**config.mk**
```make
export PLATFORM = sky130hd
export DESIGN_NAME = osa_top
export DESIGN_NICKNAME = d
export VERILOG_FILES = /design/src/core/osa_pkg.sv /design/src/core/osa_top.sv /design/src/core/osa_out_cell.sv
export VERILOG_INCLUDE_DIRS = /design/src /design/src/core
export SDC_FILE = /design/constraint.sdc
export NUM_CORES = 1
export LEC_CHECK = 0
export BUFFER_PORTS_ARGS = -buffer_cell sky130_fd_sc_hd__buf_2
export CAP_MARGIN = 20
export CORE_ASPECT_RATIO = 0.75
export CORE_MARGIN = 5
export CORE_UTILIZATION = 50
export CTS_CLUSTER_DIAMETER = 80
export DETAILED_ROUTE_END_ITERATION = 7
export PLACE_DENSITY = 0.65
export SYNTH_ARGS = -nofsm -noshare
export SYNTH_HDL_FRONTEND = slang
export SYNTH_HIERARCHICAL = 1
export SYNTH_SLANG_ARGS = --single-unit
```
**constraint.sdc**
```tcl
create_clock -name MCLK -period 7.3 [get_ports MCLK]
set_clock_uncertainty 0.05 [all_clocks]
set_input_delay 0.365 -clock MCLK [delete_from_list [all_inputs] [get_ports MCLK]]
set_output_delay 0.365 -clock MCLK [all_outputs]
set_load 0.01 [all_outputs]
```
**src/core/osa_params.svh**
```systemverilog
// Constants of the output signal allocator: defaults, field layout and timing.
`ifndef OSA_PARAMS_SVH
`define OSA_PARAMS_SVH

// Clock rate and operator timing, in their own units
`define OSA_CLK_MHZ 200
`define OSA_HOLD_MS 1000
`define OSA_BLINK_MS 250

// Field layout: one nibble per status signal, fields packed as {group_c, group_b, group_a}
`define OSA_NIB_W 4
`define OSA_NUM_SIG 9
`define OSA_NUM_OUT 3
`define OSA_PAR_W 16
`define OSA_ALLOC_MAX 4'h3

// Parameter store indexes as stepped by the up and down keys
`define OSA_IDX_GROUP_A 2'h0
`define OSA_IDX_GROUP_B 2'h1
`define OSA_IDX_GROUP_C 2'h2
`define OSA_IDX_POLARITY 2'h3
`define OSA_IDX_LAST 2'h3

// Monitor items
`define OSA_MON_REF 2'h0
`define OSA_MON_INPUTS 2'h1
`define OSA_MON_OUTPUTS 2'h2
`define OSA_MON_STATUS 2'h3
`define OSA_MON_LAST 2'h3

// Factory values of the parameter store
`define OSA_DEF_GROUP_A 16'h3211
`define OSA_DEF_GROUP_B 16'h0000
`define OSA_DEF_GROUP_C 16'h0000
`define OSA_DEF_POLARITY 16'h0000

// Output level while nothing drives a circuit at the default polarity
`define OSA_OUT_IDLE 1'h1

`endif

```
**src/core/osa_pkg.sv**
```systemverilog
// Types shared by the output signal allocator modules.
package osa_pkg;

    // Status signals; position_done is bit 0 so bit k pairs with nibble k of {c,b,a}
    typedef struct packed {
        logic near;
        logic warning;
        logic brake_interlock;
        logic speed_limit_hit;
        logic torque_limit_hit;
        logic servo_ready;
        logic rotation_detected;
        logic speed_match;
        logic position_done;
    } osa_status_type;

    // Front panel keys, levels, high while pressed
    typedef struct packed {
        logic mode_key;
        logic up;
        logic down;
        logic left;
        logic right;
        logic enter;
        logic shift;
    } osa_keys_type;

    // Control method of the drive
    typedef enum logic [1:0] {
        OSA_M_SPEED = 2'h0,
        OSA_M_POSITION = 2'h1,
        OSA_M_TORQUE = 2'h2
    } osa_method_type;

    // Panel states
    typedef enum logic [5:0] {
        OSA_ST_STATUS = 6'h01,
        OSA_ST_PNUM = 6'h02,
        OSA_ST_EDIT = 6'h04,
        OSA_ST_SAVED = 6'h08,
        OSA_ST_MNUM = 6'h10,
        OSA_ST_MDATA = 6'h20
    } osa_state_type;

endpackage

```
**src/core/osa_top.sv**
```systemverilog
// Output signal allocator with its front panel parameter editor and monitor.
`timescale 1ns/10ps
`include "osa_params.svh"

module osa_top #(
    parameter int HOLD_CYCLES = `OSA_HOLD_MS * `OSA_CLK_MHZ * 1000,
    parameter int BLINK_CYCLES = `OSA_BLINK_MS * `OSA_CLK_MHZ * 1000,
    parameter int CNT_W = 28
) (
    input wire logic MCLK,
    input wire logic RST,
    input wire logic CE,
    input wire logic NV_INIT,
    input wire osa_pkg::osa_status_type STATUS_IN,
    input wire osa_pkg::osa_method_type CONTROL_METHOD,
    input wire osa_pkg::osa_keys_type KEYS,
    input wire logic [15:0] REF_VALUE,
    input wire logic [7:0] IN_STATE,
    output wire logic [2:0] SEQ_OUT,
    output osa_pkg::osa_state_type DISP_STATE,
    output logic [15:0] DISP_VALUE,
    output logic [3:0] DISP_BLANK
);
    import osa_pkg::*;

    initial begin
        if (HOLD_CYCLES < 2 || HOLD_CYCLES >= 2 ** CNT_W || BLINK_CYCLES < 1
            || BLINK_CYCLES >= 2 ** CNT_W) begin
            $error("osa_top: timing counts do not fit the counters");
        end
    end

    localparam logic [CNT_W-1:0] HOLD_LAST = CNT_W'(HOLD_CYCLES - 1);
    localparam logic [CNT_W-1:0] BLINK_LAST = CNT_W'(BLINK_CYCLES - 1);

    osa_state_type state, next_state;
    osa_keys_type key_q;
    logic [CNT_W-1:0] shift_cnt, blink_cnt;
    logic shift_fired, blink_on, load_pending, store_en;
    logic [1:0] pidx, next_pidx, digit, next_digit, midx, next_midx;
    logic [15:0] edit_val, next_edit;
    logic [15:0] stored [4];
    logic [47:0] active_alloc;
    logic [15:0] active_pol;
    logic [15:0] next_value, mon_value;
    logic [3:0] next_blank;
    osa_status_type gated;

    // Key edges and the confirm action
    wire osa_keys_type press = osa_keys_type'(KEYS & ~key_q);
    wire hold_hit = KEYS.shift && !shift_fired && shift_cnt == HOLD_LAST;
    wire shift_tap = key_q.shift && !KEYS.shift && !shift_fired;
    wire confirm = press.enter || hold_hit;
    wire [3:0] cur_nib = edit_val[{digit, 2'h0} +: 4];
    wire [3:0] digit_mask = 4'h1 << digit;

    always_ff @(posedge MCLK or posedge RST) begin
        if (RST) begin
            key_q <= '0;
        end else if (CE) begin
            key_q <= KEYS;
        end
    end

    // Shift hold timer; fires once per hold so a long hold is one confirm
    always_ff @(posedge MCLK or posedge RST) begin
        if (RST) begin
            shift_cnt <= '0;
            shift_fired <= 1'h0;
        end else if (CE) begin
            if (!KEYS.shift) begin
                shift_cnt <= '0;
                shift_fired <= 1'h0;
            end else if (hold_hit) begin
                shift_fired <= 1'h1;
            end else if (!shift_fired) begin
                shift_cnt <= shift_cnt + 1'h1;
            end
        end
    end

    // Blink phase for the edited digit and the save acknowledge
    always_ff @(posedge MCLK or posedge RST) begin
        if (RST) begin
            blink_cnt <= '0;
            blink_on <= 1'h0;
        end else if (CE) begin
            blink_cnt <= (blink_cnt == BLINK_LAST) ? '0 : blink_cnt + 1'h1;
            if (blink_cnt == BLINK_LAST) begin
                blink_on <= ~blink_on;
            end
        end
    end

    // Panel state machine
    always_comb begin
        next_state = state;
        next_pidx = pidx;
        next_digit = digit;
        next_edit = edit_val;
        next_midx = midx;
        store_en = 1'h0;
        unique case (state)
            OSA_ST_STATUS: begin
                if (press.mode_key) next_state = OSA_ST_PNUM;
            end
            OSA_ST_PNUM: begin
                if (press.mode_key) begin
                    next_state = OSA_ST_MNUM;
                end else if (confirm) begin
                    next_state = OSA_ST_EDIT;
                    next_edit = stored[pidx];
                    next_digit = 2'h0;
                end else if (press.up) begin
                    next_pidx = (pidx == `OSA_IDX_LAST) ? 2'h0 : pidx + 2'h1;
                end else if (press.down) begin
                    next_pidx = (pidx == 2'h0) ? `OSA_IDX_LAST : pidx - 2'h1;
                end
            end
            OSA_ST_EDIT: begin
                if (confirm) begin
                    store_en = 1'h1;
                    next_state = OSA_ST_SAVED;
                end else if (press.up) begin
                    next_edit[{digit, 2'h0} +: 4] = cur_nib + 4'h1;
                end else if (press.down) begin
                    next_edit[{digit, 2'h0} +: 4] = cur_nib - 4'h1;
                end else if (press.left || shift_tap) begin
                    next_digit = digit + 2'h1;
                end else if (press.right) begin
                    next_digit = digit - 2'h1;
                end
            end
            OSA_ST_SAVED: begin
                if (confirm) next_state = OSA_ST_PNUM;
            end
            OSA_ST_MNUM: begin
                if (press.mode_key) begin
                    next_state = OSA_ST_STATUS;
                end else if (confirm) begin
                    next_state = OSA_ST_MDATA;
                end else if (press.up) begin
                    next_midx = (midx == `OSA_MON_LAST) ? 2'h0 : midx + 2'h1;
                end else if (press.down) begin
                    next_midx = (midx == 2'h0) ? `OSA_MON_LAST : midx - 2'h1;
                end
            end
            OSA_ST_MDATA: begin
                if (confirm) next_state = OSA_ST_MNUM;
            end
            default: next_state = OSA_ST_STATUS;
        endcase
    end

    always_ff @(posedge MCLK or posedge RST) begin
        if (RST) begin
            state <= OSA_ST_STATUS;
            pidx <= `OSA_IDX_GROUP_A;
            digit <= 2'h0;
            edit_val <= 16'h0000;
            midx <= `OSA_MON_REF;
        end else if (CE) begin
            state <= next_state;
            pidx <= next_pidx;
            digit <= next_digit;
            edit_val <= next_edit;
            midx <= next_midx;
        end
    end

    // Nonvolatile parameter store: it survives reset, so it carries no reset
    always_ff @(posedge MCLK) begin
        if (CE) begin
            if (NV_INIT) begin
                stored[`OSA_IDX_GROUP_A] <= `OSA_DEF_GROUP_A;
                stored[`OSA_IDX_GROUP_B] <= `OSA_DEF_GROUP_B;
                stored[`OSA_IDX_GROUP_C] <= `OSA_DEF_GROUP_C;
                stored[`OSA_IDX_POLARITY] <= `OSA_DEF_POLARITY;
            end else if (store_en) begin
                stored[pidx] <= edit_val;
            end
        end
    end

    // Routing in force is copied from the store once after each power-up reset
    always_ff @(posedge MCLK or posedge RST) begin
        if (RST) begin
            active_alloc <= {`OSA_DEF_GROUP_C, `OSA_DEF_GROUP_B, `OSA_DEF_GROUP_A};
            active_pol <= `OSA_DEF_POLARITY;
            load_pending <= 1'h1;
        end else if (CE && load_pending && !NV_INIT) begin
            active_alloc <= {stored[`OSA_IDX_GROUP_C], stored[`OSA_IDX_GROUP_B],
                stored[`OSA_IDX_GROUP_A]};
            active_pol <= stored[`OSA_IDX_POLARITY];
            load_pending <= 1'h0;
        end
    end

    // Signals the control method does not detect are dropped before routing
    always_comb begin
        gated = STATUS_IN;
        gated.position_done = STATUS_IN.position_done
            && CONTROL_METHOD == OSA_M_POSITION;
        gated.speed_match = STATUS_IN.speed_match && CONTROL_METHOD == OSA_M_SPEED;
    end

    // Output circuits; the panel never touches their inputs, so monitoring is harmless
    genvar g;
    generate
        for (g = 0; g < `OSA_NUM_OUT; g++) begin : gen_out
            osa_out_cell #(
                .OUT_ID(4'(g + 1)),
                .NSIG(`OSA_NUM_SIG)
            ) u_cell (
                .clk(MCLK),
                .rst(RST),
                .ce(CE),
                .alloc(active_alloc[`OSA_NUM_SIG*4-1:0]),
                .status(gated),
                .polarity(active_pol[g*4]),
                .out(SEQ_OUT[g])
            );
        end
    endgenerate

    // Monitor items and display contents
    assign mon_value = (midx == `OSA_MON_REF) ? REF_VALUE :
        (midx == `OSA_MON_INPUTS) ? {8'h00, IN_STATE} :
        (midx == `OSA_MON_OUTPUTS) ? {13'h0000, SEQ_OUT} :
        {7'h00, gated};
    assign next_value = (next_state == OSA_ST_PNUM) ? {14'h0000, next_pidx} :
        (next_state == OSA_ST_EDIT || next_state == OSA_ST_SAVED) ? next_edit :
        (next_state == OSA_ST_MNUM) ? {14'h0000, next_midx} :
        (next_state == OSA_ST_MDATA) ? mon_value : {7'h00, gated};
    assign next_blank = !blink_on ? 4'h0 :
        (next_state == OSA_ST_EDIT) ? (4'h1 << next_digit) :
        (next_state == OSA_ST_SAVED) ? 4'hF : 4'h0;

    always_ff @(posedge MCLK or posedge RST) begin
        if (RST) begin
            DISP_STATE <= OSA_ST_STATUS;
            DISP_VALUE <= 16'h0000;
            DISP_BLANK <= 4'h0;
        end else if (CE) begin
            DISP_STATE <= next_state;
            DISP_VALUE <= next_value;
            DISP_BLANK <= next_blank;
        end
    end

    AST_GATE_POS: assert property (@(posedge MCLK) disable iff (RST)
        CONTROL_METHOD != OSA_M_POSITION |-> !gated.position_done)
        else $error("Undetected positioning done reached the outputs");
    AST_GATE_SPD: assert property (@(posedge MCLK) disable iff (RST)
        CONTROL_METHOD != OSA_M_SPEED |-> !gated.speed_match)
        else $error("Undetected speed match reached the outputs");
    AST_ROUTING_FROZEN: assert property (@(posedge MCLK) disable iff (RST)
        !load_pending |=> $stable(active_alloc) && $stable(active_pol))
        else $error("Routing changed without a power-up reset");
    AST_MODE_ENTRY: assert property (@(posedge MCLK) disable iff (RST)
        CE && state == OSA_ST_STATUS && press.mode_key |=> state == OSA_ST_PNUM
            ##0 DISP_STATE == OSA_ST_PNUM)
        else $error("Mode key did not enter parameter mode");
    AST_DIGIT_BLINK: assert property (@(posedge MCLK) disable iff (RST)
        CE && next_state == OSA_ST_EDIT && blink_on
            |=> DISP_BLANK == digit_mask)
        else $error("Selected digit is not the one blinking");
    AST_HOLD_CONFIRM: assert property (@(posedge MCLK) disable iff (RST)
        confirm |-> press.enter || (KEYS.shift && shift_cnt == HOLD_LAST))
        else $error("Confirm without enter or a full shift hold");
    AST_SAVE: assert property (@(posedge MCLK) disable iff (RST)
        CE && !NV_INIT && state == OSA_ST_EDIT && confirm
            |=> state == OSA_ST_SAVED && stored[$past(pidx)] == $past(edit_val))
        else $error("Confirm did not store the edited value");
    AST_MON_VIEW: assert property (@(posedge MCLK) disable iff (RST)
        CE && next_state == OSA_ST_MDATA |=> DISP_VALUE == $past(mon_value))
        else $error("Monitor item not shown");

endmodule

```
**src/core/osa_out_cell.sv**
```systemverilog
// One sequence output circuit: OR of the signals allocated to it, with polarity.
`timescale 1ns/10ps
`include "osa_params.svh"

module osa_out_cell #(
    parameter logic [3:0] OUT_ID = 4'h1,
    parameter int NSIG = `OSA_NUM_SIG
) (
    input wire logic clk,
    input wire logic rst,
    input wire logic ce,
    input wire logic [NSIG*4-1:0] alloc,
    input wire logic [NSIG-1:0] status,
    input wire logic polarity,
    output logic out
);

    initial begin
        if (OUT_ID == 4'h0 || OUT_ID > `OSA_ALLOC_MAX) begin
            $error("osa_out_cell: OUT_ID out of range");
        end
    end

    logic [NSIG-1:0] hit;
    wire hit_any = |hit;

    // A field of 0 or above the last circuit routes nowhere
    always_comb begin
        for (int k = 0; k < NSIG; k++) begin
            hit[k] = status[k] && (alloc[k*4 +: 4] == OUT_ID);
        end
    end

    // Active drives the polarity level, idle the opposite one
    always_ff @(posedge clk or posedge rst) begin
        if (rst) begin
            out <= `OSA_OUT_IDLE;
        end else if (ce) begin
            out <= hit_any ? polarity : ~polarity;
        end
    end

    AST_OR_ACTIVE: assert property (@(posedge clk) disable iff (rst)
        ce && hit_any |=> out == $past(polarity))
        else $error("Allocated active signal did not drive the output");
    AST_IDLE_LEVEL: assert property (@(posedge clk) disable iff (rst)
        ce && !hit_any |=> out == !$past(polarity))
        else $error("Output not at inactive level with nothing active");
    AST_ROUTE: assert property (@(posedge clk) disable iff (rst)
        ce && status[0] && alloc[3:0] == OUT_ID |=> out == $past(polarity))
        else $error("Field value did not route signal to its circuit");

endmodule

```
# Word-level counts from Yosys, hierarchy flattened
# Memory sizes are Yosys's and may differ from the RTL's. A register that Yosys moved wholly into a read port is not among the register bits.
# Index checks and enable logic that the tools add are counted.
# W data, S select, Z words.
# totals
reg_bits	117
ram_bits	64
in_bits	46
out_inout_bits	29
mem_count	1
# memory_table
name	depth	width	read_ports	rd_clocked_by_memory_dff	wr	line	rtl
stored	4	16	5	4	4	osa_top.sv:42	logic [15:0] stored [4];
# classes
addsub	11
n_eq_ne	48
shifts	5
mux	70
bitwise	6
n_reduce_logical	51
# ops
op	n
$mux W16	11
$mux W28	4
$eq A4 B2 Y1 const B	18
$add A28 B1 Y28 const B	2
$mux W6	8
$mux W2	22
$eq A4 B1 Y1 const B	9
$pmux W6 S6	1
$logic_and A1 B1 Y1	35
$bwmux W16	2
$pmux W16 S2	1
$shiftx A4 B6 Y16	2
$eq A28 B26 Y1 const B	1
$eq A28 B28 Y1 const B	1
$reduce_or A9 Y1	3
$mux W9	2
$reduce_or A16 Y1	1
$shift A4 B6 Y16 const A	1
$shiftx A16 B5 Y4	1
$mux W1	15
$eq A6 B2 Y1 const B	2
$eq A6 B3 Y1 const B	2
$eq A6 B4 Y1 const B	2
$eq A6 B5 Y1 const B	2
22 further kinds	43

# Logic depth before layout (Yosys ltp)
# Gate-level depths: netlist of the first run.
# logic_depth
word_depth	12
mapped_depth	11
depth_no_buf	10

# Modules after synthesis
# The synthesis of the first run kept the hierarchy.
# by_module_without_submodules
mod	instances	cells_each	area_per_inst_um2	seq_area_each_um2
osa_top	1	1001	11103.1	5759.3
osa_out_cell (gen_out[0].u_cell ...)	2	25	191.4	26.3
osa_out_cell (gen_out[2].u_cell)	1	26	166.4	26.3

# Worst setup path before layout of the first run
# No wires, ideal clock.
# synth_path
kind	reg2reg
startpoint	register shift_cnt[10]
endpoint	memory stored[1][0], enable pin
setup_ns	0.411
t_arrival_ns	3.274
required_time_ns	6.839
setup_slack_ns	3.565
path_stages_with_launch	8
path_cell_list	dfrtp_1 or4b_1 or4_1 o21a_1 buf_6 nor3_4 nand2_1 o21ai_0
# synth_rtl
item	line	rtl
start, declared	osa_top.sv:38	logic [CNT_W-1:0] shift_cnt, blink_cnt;
start signal, assigned	osa_top.sv:77	shift_cnt <= shift_cnt + 1'h1;
end, declared	osa_top.sv:42	

==> impl_metrics.toml, run 1 <==
[sta]
holdWs_ns = 0.02608
worst_pin_slew_ns = 0.9595
fin_crit_ns = 4.078
finalSetupTns_ns = 0
rsz0062_at_grt = "false"
fmax_ghz = 0.2452
max_slew_margin = 0.3603
period_share = 0.5586
slew_violations = 0
hold_viol_final = 0
setup_viol = 0

[setup_path]
cp_slowest_cell = "nand2b_1"
slowest_delay_ns = 0.68
ff2ff_path_depth = 7
setup.worst_path.end_class = "flop"
r2r_slack_ns = 3.22
path_max_fanout = 19
cp_data_arrival_time_ns = 4.17
required_ns = 7.39
r2r-start = "shift_cnt[10]"
crit_path_start_kind = "flop"
cp_cell_sequence = "or4b_1 > or4_1 > o21a_1 > buf_4 > nor3_4 > and3_1 > nand2b_1"
startpoint = "shift_cnt[10]"
reg2reg_to = "stored[0][7]"
cp-endpoint = "stored[0][7]"
crit_type = "flop to flop"

[synth]
syn_area_per_cell_sq_um = 10.82
yosysWarnings = 6
syn_nets = 1138
synth_cell_types = 83
async_reset_ff_frac = 0.7091
netlist_area_sq_um = 11650
synth_seq_cells = 220
ys.flop_type = "dfrtp_1"
seq_area_frac_synth = 0.5010
synth_edf_count = 64
synthCells = 1077

[clock_network]
hold_buffers = 1
clk_transition_reported_paths_ns = 0.06
h-tree-depth = 1
clockBufferDepth = 3
cts_tree = "done"
cts_resized = 0
clockRootBuffer = "clkbuf_16"
cts_buffers = 23
clk-insertion-delay-late_ns = 0.52
clock-sinks = 220
cts_setup_buffers = 0

[place]
port_buffers = 74
place_congestion = 0.8696
place.detailed.hpwl_um = 22050

[final_layout]
nNetsFinal = 1197
layout_commonest_cell = "dfrtp_1"
num_antenna_cells = 0
area_growth_pct = 11.76
mostFrequentLayoutCells = "dfrtp_1, nor2_1, nand2_1"
drive_gt1_frac = 0.2038

[detailed_routing]
ant_nets = 0
drtIter0Drc = 882
wire_per_inst_um = 21.23
wl_um = 30840
vias = 8791
viasPerCell = 6.050
drcViolationCount = 0
drt_pass1_iterations = 5

[power]
p_sw_frac = 0.3036
p_int_uw = 2281
leakage_uw = 0.005496
vdd_drop_max_uv = 166.6
clkPwrFrac = 0.360
power_density_nw_per_um2 = 251.5
combPwrFrac = 0.182
p_switching_uw = 994.2
seqPwrFrac = 0.458

[run_status]
outcome = "finished, final reports clean"

[run]
max_cap_viol_count = 0

[global_route]
grt_pass1_wl_um = 48810
grt_start_max_net_pins = 102
grt_overflow = 0
grt_pass1_vias = 8462
use_met1 = 0.3858
met3_usage = 0.05161
top_usage_layer = "met1"
grt.total_usage = 0.2338
use_met2 = 0.3142
antenna_found_initial = 0

[floorplan]
pin_count = 75
rows = 48
die_area_sq_um = 26490
die_y_um = 142.2
start_util = 0.5066
dieWidth_um = 186.3
core_sq_um = 23000

[worst_hold_path]
hp-class = "input port to flop"
[synth_stat cells (all sizes together) (23+ instances only)]
master / instances / area, sq um
nand4: 28 / 175.2
a21oi: 49 / 260.3
o21ai: 39 / 198.9
xnor2: 23 / 201.4
nand2: 79 / 304.0
nor2: 121 / 456.7
and2: 64 / 400.4
mux2: 50 / 566.8
edfxtp: 64 / 1922
inv: 24 / 90.08
dfrtp: 146 / 3654
xor2: 34 / 297.8
nand3: 36 / 180.2
clkbuf: 35 / 131.4
[logic make-up (layout without fill, tap and decap cells)]
logic type               after synthesis  in the layout  share of synthesized area
buffers and inverters                 75            151                    0.02663
multiplexers                          78             78                    0.09417
adder cells (fa/ha/maj)               15             15                    0.01611
AND/OR/NAND/NOR                      449            449                     0.2098
AO/OA/AOI/OAI                        183            183                     0.1094
flip-flops                           220            220                     0.5010
XOR/XNOR                              57             57                    0.04284
[stage by stage]
stage	util	instances	total power [uW]	setup slack [ns]	cell area, sq um
floorplan	-	1077	1890	2.775	11650
global placement	0.5331	1410	2090	3.417	12260
detailed placement	0.5331	1410	2101	3.290	12260
CTS	0.5661	1453	3282	3.271	13020
global route	0.5661	1453	3415	3.028	13020
finish	0.5661	1453	3275	3.222	13020
[power by group through the flow]
stage	combinational, uW	clock, uW	sequential (uW)
final	597	1180	1500
after detailed placement	585	0	1520
after CTS	589	1200	1490
after global placement	573	0	1520
after global routing	654	1250	1510
after floorplan	426	0	1460
[area by class of cell]
type / instances / area, sq um
inverter: 24 / 95.09
clock inverter: 15 / 128.9
multi-input combinational: 782 / 5509
timing repair buffer: 85 / 455.4
sequential: 220 / 5838
tap: 300 / 375.4
clock buffer: 27 / 620.6
fill: 1961 / 9980
[registers in the layout, indices dropped and copies added, names as in the netlist]
name                cells
stored                 64
active_alloc           36
blink_cnt              28
shift_cnt              28
DISP_VALUE             16
edit_val               16
key_q                   7
DISP_STATE              6
DISP_BLANK              4
active_pol              3
gen_out.u_cell/out      3
digit                   2
midx                    2
pidx                    2
blink_on                1
load_pending            1
shift_fired             1
[worst max-delay path, delay by kind of cell (launching register included)]
kind | cells | cell delay, ns
AOI/OAI and AO/OA | 1 | 0.19
buffers and inverters | 1 | 0.21
DFF | 1 | 0.43
and+or+nand+nor | 5 | 2.81
[worst min path at each step]
stage                              from               endpoint  slack [ns]  cells past startpoint
after floorplan                     RST  gen_out[0].u_cell/out        0.20                      1
after global placement              RST  gen_out[1].u_cell/out        0.37                      2
after detailed placement            RST  gen_out[2].u_cell/out        0.38                      2
after CTS                 REF_VALUE[13]         DISP_VALUE[13]       0.008                      3
after global routing      REF_VALUE[14]         DISP_VALUE[14]        0.03                      3
final                     REF_VALUE[13]         DISP_VALUE[13]        0.03                      3
[per-layer routing]
| metal | part of all wire | up-vias |
|---|---|---|
| met1 | 0.48 | 4295 |
| li1 | - | 4070 |
| met2 | 0.40 | 388 |
| met3 | 0.10 | 38 |
| met5 | 0 | - |
| met4 | 0.018 | 0 |
No activity file was read; power rests on OpenSTA's default activity.
==> run 2, diff against run 1 <==
==> constraint.sdc (replaced) <==
create_clock -name MCLK -period 3.8 [get_ports MCLK]
set_clock_uncertainty 0.05 [all_clocks]
set_input_delay 0.19 -clock MCLK [delete_from_list [all_inputs] [get_ports MCLK]]
set_output_delay 0.19 -clock MCLK [all_outputs]
set_load 0.01 [all_outputs]
==> run 2 against run 1 <==
Net effect: combinational power is 98% higher; clock-buffer cell count is 2 higher; sequential power is 91% higher; global-route usage is 0.39 points higher; critical endpoint is now DISP_VALUE[14]; power is 98% higher.
==> impl_metrics.toml, run 2 (synthesis gave the netlist of run 1 again) <==
[run_status]
outcome = "finished, final reports clean"

[clock_network]
cts_tree = "done"
clk-insertion-delay-late_ns = 0.52
cts_buffers = 23
clk_transition_reported_paths_ns = 0.07
clockBufferDepth = 3
cts_resized = 0
h-tree-depth = 1
clock-sinks = 220
clockRootBuffer = "clkbuf_16"

[floorplan]
die_area_sq_um = 26490
dieWidth_um = 186.3
pin_count = 75
start_util = 0.5066
die_y_um = 142.2
rows = 48
core_sq_um = 23000

[worst_hold_path]
hp-class = "input port to flop"
hold_start = "REF_VALUE[8]"

[detailed_routing]
viasPerCell = 6.051
ant_nets = 0
drcViolationCount = 0
drt_pass1_iterations = 5
vias = 8955
drtIter0Drc = 1013
wire_per_inst_um = 21.14
wl_um = 31290

[sta]
rsz0062_at_grt = "false"
finalSetupTns_ns = 0
max_slew_margin = 0.4240
worst_pin_slew_ns = 0.8640
period_share = 0.8994
fin_crit_ns = 3.418
slew_violations = 0
fmax_ghz = 0.2926
hold_viol_final = 0
setup_viol = 0

[final_layout]
num_antenna_cells = 0
post-route-cell-area_sq_um = 13340
area_growth_pct = 14.47
drive_gt1_frac = 0.2110
layout_commonest_cell = "dfrtp_1"
nNetsFinal = 1225
top_register = "stored"
finalNonFillerCells = 1480
largest_register_ffs = 64
n_fill_cell = 1967
top_regs = "stored x64, active_alloc x36"
mostFrequentLayoutCells = "dfrtp_1, nor2_1, nand2_1"

[global_route]
grt_start_max_net_pins = 120
grt_overflow = 0
grt.total_usage = 0.2377
antenna_found_initial = 0
grt_pass1_wl_um = 49120
grt_pass1_vias = 8367

[setup_path]
crit_path_start_kind = "flop"
r2r-start = "shift_cnt[10]"
setup.worst_path.end_class = "flop"
path_max_fanout = 18
startpoint = "shift_cnt[10]"
crit_type = "flop to flop"
required_ns = 4.12
r2r_slack_ns = 0.38
cp_data_arrival_time_ns = 3.74

[place]
dpl_cell_area_sq_um = 12380
placed_cells = 1424
port_buffers = 74
place.detailed.hpwl_um = 22670
place_congestion = 0.9174

[power]
power_density_nw_per_um2 = 485.3
leakage_uw = 0.005644
vdd_drop_max_uv = 293.9

[run]
max_cap_viol_count = 0
## run 2: metal layers
| metal | track usage | routed length, um |
|---|---|---|
| met2 | 0.3162 | 12360 |
| met3 | 0.05212 | 2906 |
| met5 | 0 | 0 |
| met4 | 0.04140 | 534 |
| met1 | 0.3981 | 15490 |
## run 2: cell type report
| cell class | instances | area (sq um) | area share |
|---|---|---|---|
| flip-flops and latches | 220 | 5838 | 0.4377 |
| multi-input cells | 782 | 5509 | 0.4130 |
| repair buffers | 113 | 713.2 | 0.05347 |
| clock buffers | 29 | 636.9 | 0.04774 |
| well taps | 300 | 375.4 | 0.02814 |
| clock inverters | 12 | 172.7 | 0.01294 |
| inverters | 24 | 93.84 | 0.007035 |
## run 2: repair_timing
action | CTS | global route
buffers inserted | 0 | 0
setup endpoints to repair | 0 | 0
hold buffers | 15 | 0
endpoints found under the hold margin | 165 | 0
## run 2: path summary, 6_finish.rpt
check                      cells past startpoint                     to
setup reg to reg                               8         DISP_VALUE[14]
hold reg to reg                                1          blink_cnt[27]
min in group asynchronous                      3  gen_out[2].u_cell/out
max in group asynchronous                      4         DISP_VALUE[14]
hold / removal                                 3          DISP_VALUE[8]
setup / recovery                               8         DISP_VALUE[14]
## run 2: per-stage QoR
stage	power, uW	hold slack, ns	setup WS [ns]	utilization
after floorplan	3631	0.02970	0.06455	-
after global placement	4034	0.1870	0.5159	0.5382
after detailed placement	4049	0.1921	0.4486	0.5382
after CTS	6499	0.01486	0.4191	0.5799
after global routing	6758	0.06472	0.1935	0.5799
final	6473	0.04676	0.3822	0.5799
## run 2: critical path: stages (launching register included)
cell	delay, ns
dfrtp_1	0.43
or4b_1	0.56
or4_1	0.50
o21a_1	0.49
o22ai_2	0.38
a21oi_4	0.12
and3_1	0.41
a22oi_2	0.23
o21ai_1	0.09
## run 2: power breakdown
group          total (uW)  switching (uW)  internal [uW]
Combinational        1180             696            482
Clock                2420             960           1460
Sequential           2870             258           2610
Total                6470            1910           4560
